File: src/logic/link_status_pkg.sv
// Shared constants for the per-port link status register block.
// Assumes an AXI4-Lite master with 32-bit data and a 9-bit byte address.
package link_status_pkg;

    // ----------------------------------------------------------------
    // Bus geometry
    // ----------------------------------------------------------------
    localparam int          ADDR_W     = 9;
    localparam int          IDX_W      = 7;
    localparam int          NPORTS     = 5;
    localparam int          FLAG_W     = 5 * NPORTS;

    // ----------------------------------------------------------------
    // Register indexes (byte address is four times the index)
    // ----------------------------------------------------------------
    localparam logic [6:0]  IDX_PORT1  = 7'h19;
    localparam logic [6:0]  IDX_PORT2  = 7'h29;
    localparam logic [6:0]  IDX_PORT3  = 7'h39;
    localparam logic [6:0]  IDX_PORT4  = 7'h49;
    localparam logic [6:0]  IDX_PORT5  = 7'h59;
    localparam logic [6:0]  IDX_IRQ_ST = 7'h70;
    localparam logic [6:0]  IDX_IRQ_MK = 7'h71;

    // ----------------------------------------------------------------
    // Field positions of a port status byte
    // ----------------------------------------------------------------
    localparam int          BIT_XOVER  = 7;
    localparam int          BIT_RSV_HI = 6;
    localparam int          BIT_POL    = 5;
    localparam int          BIT_TXFC   = 4;
    localparam int          BIT_RXFC   = 3;
    localparam int          BIT_SPEED  = 2;
    localparam int          BIT_DUPLEX = 1;
    localparam int          BIT_RSV_LO = 0;

    // ----------------------------------------------------------------
    // Reset values and codes
    // ----------------------------------------------------------------
    localparam logic [4:0]  XOVER_RST  = 5'h1f;
    localparam logic [2:0]  PORT_NONE  = 3'h7;
    localparam logic [1:0]  RESP_OKAY  = 2'h0;
    localparam logic [1:0]  RESP_SLVERR = 2'h2;

endpackage : link_status_pkg

File: src/logic/flag_sync.sv
// Two-flop synchroniser for the asynchronous link state flags.
// Assumes the flags change slowly compared with aclk.
`timescale 1ns/1ps
`default_nettype none
module flag_sync #(
    parameter int W = link_status_pkg::FLAG_W
) (
    input  wire logic         aclk,
    input  wire logic         aresetn,
    input  wire logic [W-1:0] async_in,
    output logic      [W-1:0] sync_out
);
    typedef struct packed {
        logic [W-1:0] meta;
        logic [W-1:0] stab;
    } sync_s;

    sync_s s_q;
    sync_s s_d;

    // Meta stage feeds only the stable stage
    always_comb begin
        s_d      = s_q;
        s_d.meta = async_in;
        s_d.stab = s_q.meta;
    end

    always_ff @(posedge aclk) begin
        if (!aresetn) begin
            s_q <= '0;
        end else begin
            s_q <= s_d;
        end
    end

    assign sync_out = s_q.stab;
endmodule : flag_sync
`default_nettype wire

File: src/logic/irq_status.sv
// Sticky event status with write-one-to-clear, a mask and a level irq.
// Assumes one-cycle write pulses from the bus slave on the same clock.
`timescale 1ns/1ps
`default_nettype none
module irq_status (
    input  wire logic       aclk,
    input  wire logic       aresetn,
    input  wire logic [4:0] event_set,
    input  wire logic       stat_we,
    input  wire logic       mask_we,
    input  wire logic [4:0] wr_data,
    output logic      [4:0] status,
    output logic      [4:0] mask,
    output logic            irq
);
    typedef struct packed {
        logic [4:0] stat;
        logic [4:0] mask;
    } irq_s;

    irq_s s_q;
    irq_s s_d;

    // Set wins over clear so an event in the clearing cycle survives
    always_comb begin
        s_d = s_q;
        if (stat_we) begin
            s_d.stat = s_q.stat & ~wr_data;
        end
        s_d.stat = s_d.stat | event_set;
        if (mask_we) begin
            s_d.mask = wr_data;
        end
    end

    always_ff @(posedge aclk) begin
        if (!aresetn) begin
            s_q <= '0;
        end else begin
            s_q <= s_d;
        end
    end

    assign status = s_q.stat;
    assign mask   = s_q.mask;
    assign irq    = |(s_q.stat & s_q.mask);
endmodule : irq_status
`default_nettype wire

File: src/logic/port_link_status_regs.sv
// Per-port link status registers of a five-port switch, AXI4-Lite slave.
// Assumes link flags arrive asynchronously from the port PHYs and that
// aclk and aresetn come from the switch core.
// Functional notes
// - Bit 7: read/write crossover select, resets one
// - Polarity reversed flag, read-only, resets zero
// - Transmit flow control active flag, read-only
// - Receive flow control active flag, read-only
// - Speed flag: one faster, zero slower
// - Duplex flag: one full, zero half
// - Five identical copies at indexes 0x19..0x59
`timescale 1ns/1ps
`default_nettype none
module port_link_status_regs (
    input  wire logic        aclk,
    input  wire logic        aresetn,
    // AXI4-Lite write address
    input  wire logic        awvalid,
    output logic             awready,
    input  wire logic [8:0]  awaddr,
    // AXI4-Lite write data
    input  wire logic        wvalid,
    output logic             wready,
    input  wire logic [31:0] wdata,
    input  wire logic [3:0]  wstrb,
    // AXI4-Lite write response
    output logic             bvalid,
    input  wire logic        bready,
    output logic      [1:0]  bresp,
    // AXI4-Lite read address
    input  wire logic        arvalid,
    output logic             arready,
    input  wire logic [8:0]  araddr,
    // AXI4-Lite read data
    output logic             rvalid,
    input  wire logic        rready,
    output logic      [31:0] rdata,
    output logic      [1:0]  rresp,
    // Live link state per port, bit n is port n+1
    input  wire logic [4:0]  pol_reversed,
    input  wire logic [4:0]  tx_flow_active,
    input  wire logic [4:0]  rx_flow_active,
    input  wire logic [4:0]  speed_fast,
    input  wire logic [4:0]  full_duplex,
    // Crossover scheme per port, one = alternate scheme
    output logic      [4:0]  crossover_scheme_select,
    // Link change interrupt
    output logic             irq
);

    // ----------------------------------------------------------------
    // Decode helpers
    // ----------------------------------------------------------------

    // Register index to port number, PORT_NONE when not a port register
    function automatic logic [2:0] port_of(input logic [6:0] idx);
        logic [2:0] p;
        p = link_status_pkg::PORT_NONE;
        case (idx)
            link_status_pkg::IDX_PORT1: p = 3'h0;
            link_status_pkg::IDX_PORT2: p = 3'h1;
            link_status_pkg::IDX_PORT3: p = 3'h2;
            link_status_pkg::IDX_PORT4: p = 3'h3;
            link_status_pkg::IDX_PORT5: p = 3'h4;
            default:                    p = link_status_pkg::PORT_NONE;
        endcase
        return p;
    endfunction : port_of

    // Index taken from a byte address, low two bits ignored
    function automatic logic [6:0] idx_of(input logic [8:0] addr);
        return addr[8:2];
    endfunction : idx_of

    // ----------------------------------------------------------------
    // State
    // ----------------------------------------------------------------
    typedef struct packed {
        logic        aw_held;
        logic [8:0]  aw_addr;
        logic        w_held;
        logic [7:0]  w_byte;
        logic        w_lane0;
        logic        b_valid;
        logic [1:0]  b_resp;
        logic        r_valid;
        logic [31:0] r_data;
        logic [1:0]  r_resp;
        logic [4:0]  xover;
        logic [24:0] prev_flags;
    } regs_s;

    regs_s       s_q;
    regs_s       s_d;

    logic [24:0] flags_s;
    logic [4:0]  pol_s;
    logic [4:0]  txfc_s;
    logic [4:0]  rxfc_s;
    logic [4:0]  speed_s;
    logic [4:0]  duplex_s;
    logic [24:0] flag_diff;
    logic [4:0]  link_event;
    logic        wr_do;
    logic [6:0]  wr_idx;
    logic [2:0]  wr_port;
    logic        ar_fire;
    logic [6:0]  rd_idx;
    logic [2:0]  rd_port;
    logic        irq_stat_we;
    logic        irq_mask_we;
    logic [4:0]  irq_stat;
    logic [4:0]  irq_mask;

    // ----------------------------------------------------------------
    // Link flag synchronisation and change events
    // ----------------------------------------------------------------

    // Flags come from the PHY side, so they are synchronised first
    flag_sync #(
        .W        (link_status_pkg::FLAG_W)
    ) u_sync (
        .aclk     (aclk),
        .aresetn  (aresetn),
        .async_in ({pol_reversed, tx_flow_active, rx_flow_active,
                    speed_fast, full_duplex}),
        .sync_out (flags_s)
    );

    // Field split of the synchronised vector
    assign pol_s    = flags_s[24:20];
    assign txfc_s   = flags_s[19:15];
    assign rxfc_s   = flags_s[14:10];
    assign speed_s  = flags_s[9:5];
    assign duplex_s = flags_s[4:0];

    // Any flag of a port that moved raises that port's event
    assign flag_diff  = flags_s ^ s_q.prev_flags;
    assign link_event = flag_diff[24:20] | flag_diff[19:15] | flag_diff[14:10]
                      | flag_diff[9:5] | flag_diff[4:0];

    // Status byte of one port; reserved bits read as zero
    function automatic logic [7:0] status_byte(input logic [2:0] p,
                                               input logic [4:0] xo);
        logic [7:0] b;
        b = 8'h00;
        b[link_status_pkg::BIT_XOVER]  = xo[p];
        b[link_status_pkg::BIT_POL]    = pol_s[p];
        b[link_status_pkg::BIT_TXFC]   = txfc_s[p];
        b[link_status_pkg::BIT_RXFC]   = rxfc_s[p];
        b[link_status_pkg::BIT_SPEED]  = speed_s[p];
        b[link_status_pkg::BIT_DUPLEX] = duplex_s[p];
        return b;
    endfunction : status_byte

    // ----------------------------------------------------------------
    // AXI4-Lite handshakes
    // ----------------------------------------------------------------

    // One write and one read at a time keeps the slave simple
    assign awready = !s_q.aw_held;
    assign wready  = !s_q.w_held;
    assign arready = !s_q.r_valid;
    assign ar_fire = arvalid && arready;
    assign wr_do   = s_q.aw_held && s_q.w_held && !s_q.b_valid;
    assign wr_idx  = idx_of(s_q.aw_addr);
    assign wr_port = port_of(wr_idx);
    assign rd_idx  = idx_of(araddr);
    assign rd_port = port_of(rd_idx);

    // Interrupt register writes need byte lane 0
    assign irq_stat_we = wr_do && s_q.w_lane0
                       && (wr_idx == link_status_pkg::IDX_IRQ_ST);
    assign irq_mask_we = wr_do && s_q.w_lane0
                       && (wr_idx == link_status_pkg::IDX_IRQ_MK);

    // ----------------------------------------------------------------
    // Next state
    // ----------------------------------------------------------------
    always_comb begin
        s_d            = s_q;
        s_d.prev_flags = flags_s;

        // Address and data are taken in either order
        if (awvalid && awready) begin
            s_d.aw_held = 1'b1;
            s_d.aw_addr = awaddr;
        end
        if (wvalid && wready) begin
            s_d.w_held  = 1'b1;
            s_d.w_byte  = wdata[7:0];
            s_d.w_lane0 = wstrb[0];
        end

        // Write commit; read-only and reserved bits are never stored
        if (wr_do) begin
            s_d.aw_held = 1'b0;
            s_d.w_held  = 1'b0;
            s_d.b_valid = 1'b1;
            s_d.b_resp  = link_status_pkg::RESP_SLVERR;
            if (wr_port != link_status_pkg::PORT_NONE) begin
                s_d.b_resp = link_status_pkg::RESP_OKAY;
                if (s_q.w_lane0) begin
                    s_d.xover[wr_port] = s_q.w_byte[link_status_pkg::BIT_XOVER];
                end
            end else if (wr_idx == link_status_pkg::IDX_IRQ_ST
                         || wr_idx == link_status_pkg::IDX_IRQ_MK) begin
                s_d.b_resp = link_status_pkg::RESP_OKAY;
            end
        end else if (s_q.b_valid && bready) begin
            s_d.b_valid = 1'b0;
        end

        // Reads sample live flags and change nothing else
        if (ar_fire) begin
            s_d.r_valid = 1'b1;
            s_d.r_data  = 32'h0000_0000;
            s_d.r_resp  = link_status_pkg::RESP_OKAY;
            if (rd_port != link_status_pkg::PORT_NONE) begin
                s_d.r_data[7:0] = status_byte(rd_port, s_q.xover);
            end else if (rd_idx == link_status_pkg::IDX_IRQ_ST) begin
                s_d.r_data[4:0] = irq_stat;
            end else if (rd_idx == link_status_pkg::IDX_IRQ_MK) begin
                s_d.r_data[4:0] = irq_mask;
            end else begin
                s_d.r_resp = link_status_pkg::RESP_SLVERR;
            end
        end else if (s_q.r_valid && rready) begin
            s_d.r_valid = 1'b0;
        end
    end

    // Crossover selects come up in the alternate scheme
    always_ff @(posedge aclk) begin
        if (!aresetn) begin
            s_q       <= '0;
            s_q.xover <= link_status_pkg::XOVER_RST;
        end else begin
            s_q <= s_d;
        end
    end

    // ----------------------------------------------------------------
    // Interrupt
    // ----------------------------------------------------------------
    irq_status u_irq (
        .aclk      (aclk),
        .aresetn   (aresetn),
        .event_set (link_event),
        .stat_we   (irq_stat_we),
        .mask_we   (irq_mask_we),
        .wr_data   (s_q.w_byte[4:0]),
        .status    (irq_stat),
        .mask      (irq_mask),
        .irq       (irq)
    );

    // Outputs straight from flip-flops
    assign bvalid                  = s_q.b_valid;
    assign bresp                   = s_q.b_resp;
    assign rvalid                  = s_q.r_valid;
    assign rdata                   = s_q.r_data;
    assign rresp                   = s_q.r_resp;
    assign crossover_scheme_select = s_q.xover;
endmodule : port_link_status_regs
`default_nettype wire

File: config.mk
export PLATFORM = sky130hd
export DESIGN_NAME = port_link_status_regs
export DESIGN_NICKNAME = d
export VERILOG_FILES = /design/src/logic/link_status_pkg.sv /design/src/logic/flag_sync.sv /design/src/logic/irq_status.sv /design/src/logic/port_link_status_regs.sv
export SDC_FILE = /design/constraint.sdc
export NUM_CORES = 1
export LEC_CHECK = 0
export ABC_AREA = 1
export BUFFER_PORTS_ARGS = -buffer_cell sky130_fd_sc_hd__buf_2
export CAP_MARGIN = 20
export CORE_MARGIN = 2
export CORE_UTILIZATION = 47
export DETAILED_ROUTE_END_ITERATION = 7
export GPL_TIMING_DRIVEN = 0
export PLACE_DENSITY = 0.75
export SYNTH_ARGS = -nofsm -noshare
export SYNTH_HDL_FRONTEND = slang
export SYNTH_HIERARCHICAL = 1
export SYNTH_SLANG_ARGS = --single-unit
File: constraint.sdc
create_clock -name aclk -period 1.65 [get_ports aclk]
set_clock_uncertainty 0.1 [all_clocks]
set_input_delay 0.4125 -clock aclk [delete_from_list [all_inputs] [get_ports aclk]]
set_output_delay 0.4125 -clock aclk [all_outputs]
set_load 0.05 [all_outputs]
==> results.md, run 1 <==
* Router iterations before antenna repair at 5
* Post-synth EDFFs at 0
* Crit path cell chain: nand2_1, nand2_1, nor2_1, nand2_1, buf_6
* Start of the worst register-to-register path: s_q[77]$_SDFFE_PP0P_
* Largest cells by area after synthesis: dfxtp_1 (46%), nand2_1 (12%), inv_1 (10%), buf_4 (6.3%), nand3_1 (4.4%)
* Diode count at 0
* Met1 wire length at 4780 um
* Netlist cell types at 31
* Top-count cell post-synth: nand2_1
* CTS Buffer Depth at 2
* Overall global routing resource usage at 21.0%
* Seq/Total Area, Yosys at 46.5%
* Max Cap Viol at 0
* Met2 routed WL at 5760 um
* Max Fanout on Critical Path at 3
* Via count at 4409
* Finished Cell Area at 6890 um2
* Layout cell share with drive strength beyond 1 at 26.4%
* Final weighted congestion in routability-driven placement at 0.871
* H-tree levels at 4
* PortBufs at 72
* CP endpoint: irq
* Fillers at 836
* WL final at 11500 um
* Flops & latches, synth at 117
* Total gr overflow at 0
* Min-delay src: wdata[0]
* Max Slew Vio Count at 0
* DP Wirelength at 7740 um
* Area fraction of the dominant cell type after synthesis at 46.5%
* Hold crit path type: primary input to register
* Placed Instance Area at 5720 um2
* Cell mode on critical path: nand2_1
* Tmin final at 1.82 ns
* Outcome: finished with violations
* Final Core Density at 66.4%
* Routed Antenna Nets at 0
* Dpl ws at -0.272 ns
* Pwr dens at 1090 nW/um2
* Final Power at 7.47 mW
* Post-Syn Area per Cell at 7.41 um2
* Global-route wire length before repair at 18900 um
* CTS tree: done
* Iteration-0 DRC Markers at 266
* R2R Setup Slk at -0.08 ns
* Peak supply drop at 0.571 mV
* Synth Flop Type: dfxtp_1
* DR vias/cell at 4.52
* DR top layer: met4
* Post-synthesis cell count at 680
* Metal3 WL at 781 um
* Initial core utilization at 48.6%
* Clock root buffer: clkbuf_8
* I/O pin cnt at 133
* Worst-margin pin slew at 0.532 ns
* Largest net degree at the start of global routing at 17
* Slowest CP cell: dfxtp_2
* CTS sink cnt at 117
* # setup viols final at 9
* Slew margin rel. at 64.5%
* Reg clk slew, reported paths at 0.06 ns
* Antenna violations before repair at 0
* Worst r2r dst: u_irq/mask[3]$_SDFFE_PN0P_
* CP Capture Type: output port
* YS warnings at 6
* Leak at 3.69 nW
* Largest area contributor in the netlist: dfxtp_1
* Nets at 913
* Reg2Reg Depth at 9
* Final period util at 111%
* Wirelength per Cell at 11.8 um
* Area Overhead vs Synth at 36.6%
* Die height at 108 um
* RSZ-0062 raised after global routing: yes
* DRC at 0
* Startpoint types: register
* Crit path arrival time at 1.31 ns
* WP data required at 1.14 ns
* Clock latency on the worst-skew pair at 0.53 ns
* CORE AREA at 10400 um2
* Synthesized cell area at 5040 um2
* Most frequent cells after synthesis: nand2_1 (164), inv_1 (137), dfxtp_1 (117)
* Share of flip-flops with an asynchronous set or reset at 0%
* WS Path Type: register to output port
* Vias in the first global route at 4434
* Die area at 11600 um2
* FF/Latch Area at 2380 um2
* Die X at 108 um
* Worst Slack Setup Final at -0.174 ns
* CP peak stage delay at 0.34 ns
* CTS Buf Count at 17
* Max Fclk at 0.548 GHz
* Failing checks: negative setup slack
* Multi-input logic area at 1910 um2
* Row cnt at 37
* Final Hold Vio Count at 0
* Critical Path Source: u_irq/status[1]$_SDFF_PN0_
logic make-up (layout without fill, tap and decap cells):
family	after synthesis	after routing	share of synthesized area [%]
buffers and inverters	198	332	19.4
XOR/XNOR	19	19	3.30
flip-flops	117	117	46.5
AND/OR/NAND/NOR	288	288	24.6
AO/OA/AOI/OAI	57	57	6.13
other	1	27	0.0744
final cells by class:
type / instances / share of cell area (%)
inverter: 142 / 7.89
sequential: 117 / 34.5
timing repair buffer: 114 / 13.5
buffer: 44 / 5.23
clock buffer: 17 / 6.01
multi-input combinational: 391 / 27.8
tap: 136 / 2.47
clock inverter: 15 / 2.63
layer usage:
layer,vias up,GRT usage (%)
met5,-,0
met3,19,6.72
met1,1952,23.4
li1,2278,-
met4,0,8.24
met2,160,37.2
repair_timing:
| item | 4_1_cts | 5_1_grt |
|---|---|---|
| setup endpoints to repair | 34 | 29 |
| gates resized for setup | 68 | 33 |
| pin swaps | 10 | 8 |
| hold endpoints to repair | 28 | 0 |
| setup buffers | 12 | 2 |
| hold buffers | 28 | 0 |
per-stage QoR:
step,instances,hold slack (ns),setup TNS (ns)
2_1_floorplan,706,0.290,-1.04
3_3_place_gp,914,0.299,-3.78
3_5_place_dp,914,0.298,-4.64
4_1_cts,984,0.0102,-0.556
5_1_grt,976,0.0258,-1.98
6_report,976,0.0352,-0.579
flip-flops by register name, indices dropped and copies added, names as in the netlist:
register	count
s_q	41
rresp	1
rdata	7
u_sync/sync_out	25
u_sync/s_d	25
crossover_scheme_select	5
rvalid	1
u_irq/status	5
bvalid	1
bresp	1
u_irq/mask	5
worst min path at each step:
stage	endpoint	slack (ns)	cells past startpoint
5_1_grt	s_q[76]$_SDFFE_PN0P_	0.03	3
6_report	s_q[69]$_SDFFE_PN0P_	0.04	3
2_1_floorplan	u_sync/sync_out[0]$_SDFF_PN0_	0.29	2
3_5_place_dp	u_sync/sync_out[18]$_SDFF_PN0_	0.30	2
3_3_place_gp	u_sync/sync_out[22]$_SDFF_PN0_	0.30	2
4_1_cts	bvalid$_SDFFE_PN0P_	0.01	4
cell usage in the layout, fill, tap and decap left out, types with 22 or more instances in the layout:
| cell type | instances |
|---|---|
| dfxtp_1 | 91 |
| dlygate4sd3_1 | 28 |
| inv_1 | 132 |
| o21ai_0 | 22 |
| dfxtp_2 | 25 |
| buf_4 | 43 |
| nand3_1 | 42 |
| conb_1 | 27 |
| buf_2 | 52 |
| nor2_1 | 44 |
| nand2_1 | 159 |
worst max-delay path, delay by kind of cell (launching register included):
family / cells / cell delay [ns]
buffers and inverters: 1 / 0.16
and+or+nand+nor: 4 / 0.30
DFF: 1 / 0.34
report_power, final:
part           leakage [nW]  total, mW  switching, mW  internal [mW]
Combinational          2.43      0.809          0.488          0.320
Sequential            0.968       3.05         0.0945           2.96
Clock                 0.291       3.61           1.51           2.10
Note: power is estimated with default switching activity, not from simulation.
==> inputs of run 2 (changes only) <==
--- a/config.mk
+++ b/config.mk
@@ -11,7 +11,6 @@
 export CORE_MARGIN = 2
 export CORE_UTILIZATION = 47
 export DETAILED_ROUTE_END_ITERATION = 7
-export GPL_TIMING_DRIVEN = 0
 export PLACE_DENSITY = 0.75
 export SYNTH_ARGS = -nofsm -noshare
 export SYNTH_HDL_FRONTEND = slang
==> results.md, run 2 (synthesis results as in run 1) <==
* Final Hold Vio Count at 0
* Hold crit path type: primary input to register
* Total gr overflow at 0
* Leak at 3.52 nW
* Reg2Reg Depth at 9
* Global-route wire length before repair at 17500 um
* Nets at 886
* R2R Setup Slk at -0.04 ns
* Iteration-0 DRC Markers at 221
* Setup tns final at -0.306 ns
* Row cnt at 37
* Crit path arrival time at 1.28 ns
* Outcome: finished with violations
* Worst Slack Setup Final at -0.143 ns
* Diode count at 0
* CORE AREA at 10400 um2
* PortBufs at 72
* WL final at 10500 um
* Die area at 11600 um2
* Commonest non-fill, non-tap cells in the layout: nand2_1 (163), inv_1 (132), dfxtp_1 (104)
* CTS Buffer Depth at 2
* CTS Buf Count at 17
* Layout cell share with drive strength beyond 1 at 22.9%
* Pwr dens at 1140 nW/um2
* Max Fclk at 0.558 GHz
* Max Cap Viol at 0
* DP Wirelength at 6690 um
* Area Overhead vs Synth at 29.8%
* Max reg flops at 41
* # setup viols final at 8
* Comb pwr share at 10.0%
* H-tree levels at 4
* Critical Path Source: u_irq/status[1]$_SDFF_PN0_
* Finished Cell Area at 6540 um2
* Via count at 4180
* Max Fanout on Critical Path at 2
* Fillers at 895
* RSZ-0062 raised after global routing: yes
* Tmin final at 1.79 ns
* Sw power at 2.00 mW
* Part of the power in registers at 40.9%
* Wirelength per Cell at 11.0 um
* DRC at 0
* Int Power at 5.45 mW
* Clock root buffer: clkbuf_8
* Vias in the first global route at 4037
* Die height at 108 um
* Final weighted congestion in routability-driven placement at 0.856
* Most common cell after layout, fill and taps aside: nand2_1
* Placed Instance Area at 5460 um2
* Most flop-heavy register: s_q
* Initial core utilization at 48.6%
* DR vias/cell at 4.40
* Overall global routing resource usage at 19.3%
* CTS tree: done
* CTS sink cnt at 117
* Die X at 108 um
* Worst hold path stage count at 3
* Peak supply drop at 0.748 mV
* Reg clk slew, reported paths at 0.06 ns
* Min-delay src: awaddr[3]
* Clock latency on the worst-skew pair at 0.51 ns
* WP data required at 1.14 ns
* Router iterations before antenna repair at 8
* Startpoint types: register
* Start of the worst register-to-register path: s_q[77]$_SDFFE_PP0P_
* Failing checks: negative setup slack
* CP Capture Type: output port
* Sw Ratio at 26.9%
* Largest net degree at the start of global routing at 29
* Final period util at 109%
* Worst Hold End: s_q[81]$_SDFFE_PN0P_
* Clock network power share at 49.2%
* WS Path Type: register to output port
* Routed Antenna Nets at 0
* Antenna violations before repair at 0
* I/O pin cnt at 133
* Max Slew Vio Count at 0
* Worst r2r dst: u_irq/mask[1]$_SDFFE_PN0P_
-- run 2: cell types whose count changed in the layout (fill, tap and decap cells not counted), moves of 3 or more --
cell / previous run / this run
a21oi_1: 20 / 23
a21oi_2: 5 / 2
buf_2: 52 / 55
buf_4: 43 / 35
buf_8: 20 / 2
clkbuf_1: 6 / 0
clkbuf_4: 0 / 5
clkinv_4: 1 / 4
dfxtp_1: 91 / 104
dfxtp_2: 25 / 13
dlygate4sd3_1: 28 / 25
nand2_1: 159 / 163
nand2_2: 8 / 4
-- run 2: power by group through the flow --
stage / logic (mW) / registers (mW) / clock network, mW
6_report: 0.743 / 3.04 / 3.66
4_1_cts: 0.717 / 3.04 / 3.74
5_1_grt: 0.823 / 3.06 / 3.87
3_5_place_dp: 0.638 / 3.10 / 0
2_1_floorplan: 0.533 / 3.09 / 0
3_3_place_gp: 0.630 / 3.09 / 0
-- run 2: worst max-delay path: stages (launching register included) --
cell and delay (ns):
dfxtp_2 0.32, nand2_1 0.06, nand2_1 0.05, nor2_1 0.09, nand2_1 0.09, buf_6 0.16
-- run 2: through the flow --
stage               hold WS, ns  total power [mW]  utilization [%]  instances  setup WS (ns)
global route             0.0346              7.75             63.1        949         -0.226
global placement          0.296              3.72             52.7        882         -0.133
finish                   0.0287              7.45             63.1        949         -0.143
CTS                     0.00844              7.49             62.0        944         -0.150
detailed placement        0.295              3.73             52.7        882         -0.135
floorplan                 0.290              3.62                -        706         -0.106
-- run 2: final cells by class --
type                    count  area [um2]  area share (%)
clock inverters            15         185            2.83
repair buffers            131         966            14.8
multi-input cells         391        1910            29.2
well taps                 136         170            2.60
flip-flops and latches    117        2360            36.0
inverters                 142         541            8.26
clock buffers              17         414            6.33
-- run 2: worst max-delay path by stage --
stage	slack, ns	cells past startpoint	to
finish	-0.14	5	irq
CTS	-0.15	5	irq
detailed placement	-0.13	12	rdata[3]$_SDFFE_PN0P_
floorplan	-0.11	9	u_irq/status[0]$_SDFF_PN0_
global route	-0.23	5	irq
global placement	-0.13	11	rdata[2]$_SDFFE_PN0P_
-- run 2: layer usage --
metal / routed length [um] / track usage [%]
met4: 154 / 7.14
met2: 5200 / 33.5
met3: 583 / 4.90
met1: 4520 / 22.8
met5: 0 / 0
-- run 2: timing repair --
action | 4_1_cts | 5_1_grt
hold buffers | 25 | 0
resized for setup | 31 | 24
endpoints found under the hold margin | 25 | 0
pin swaps | 1 | 6
buffers inserted | 5 | 5
setup endpoints to repair | 12 | 25
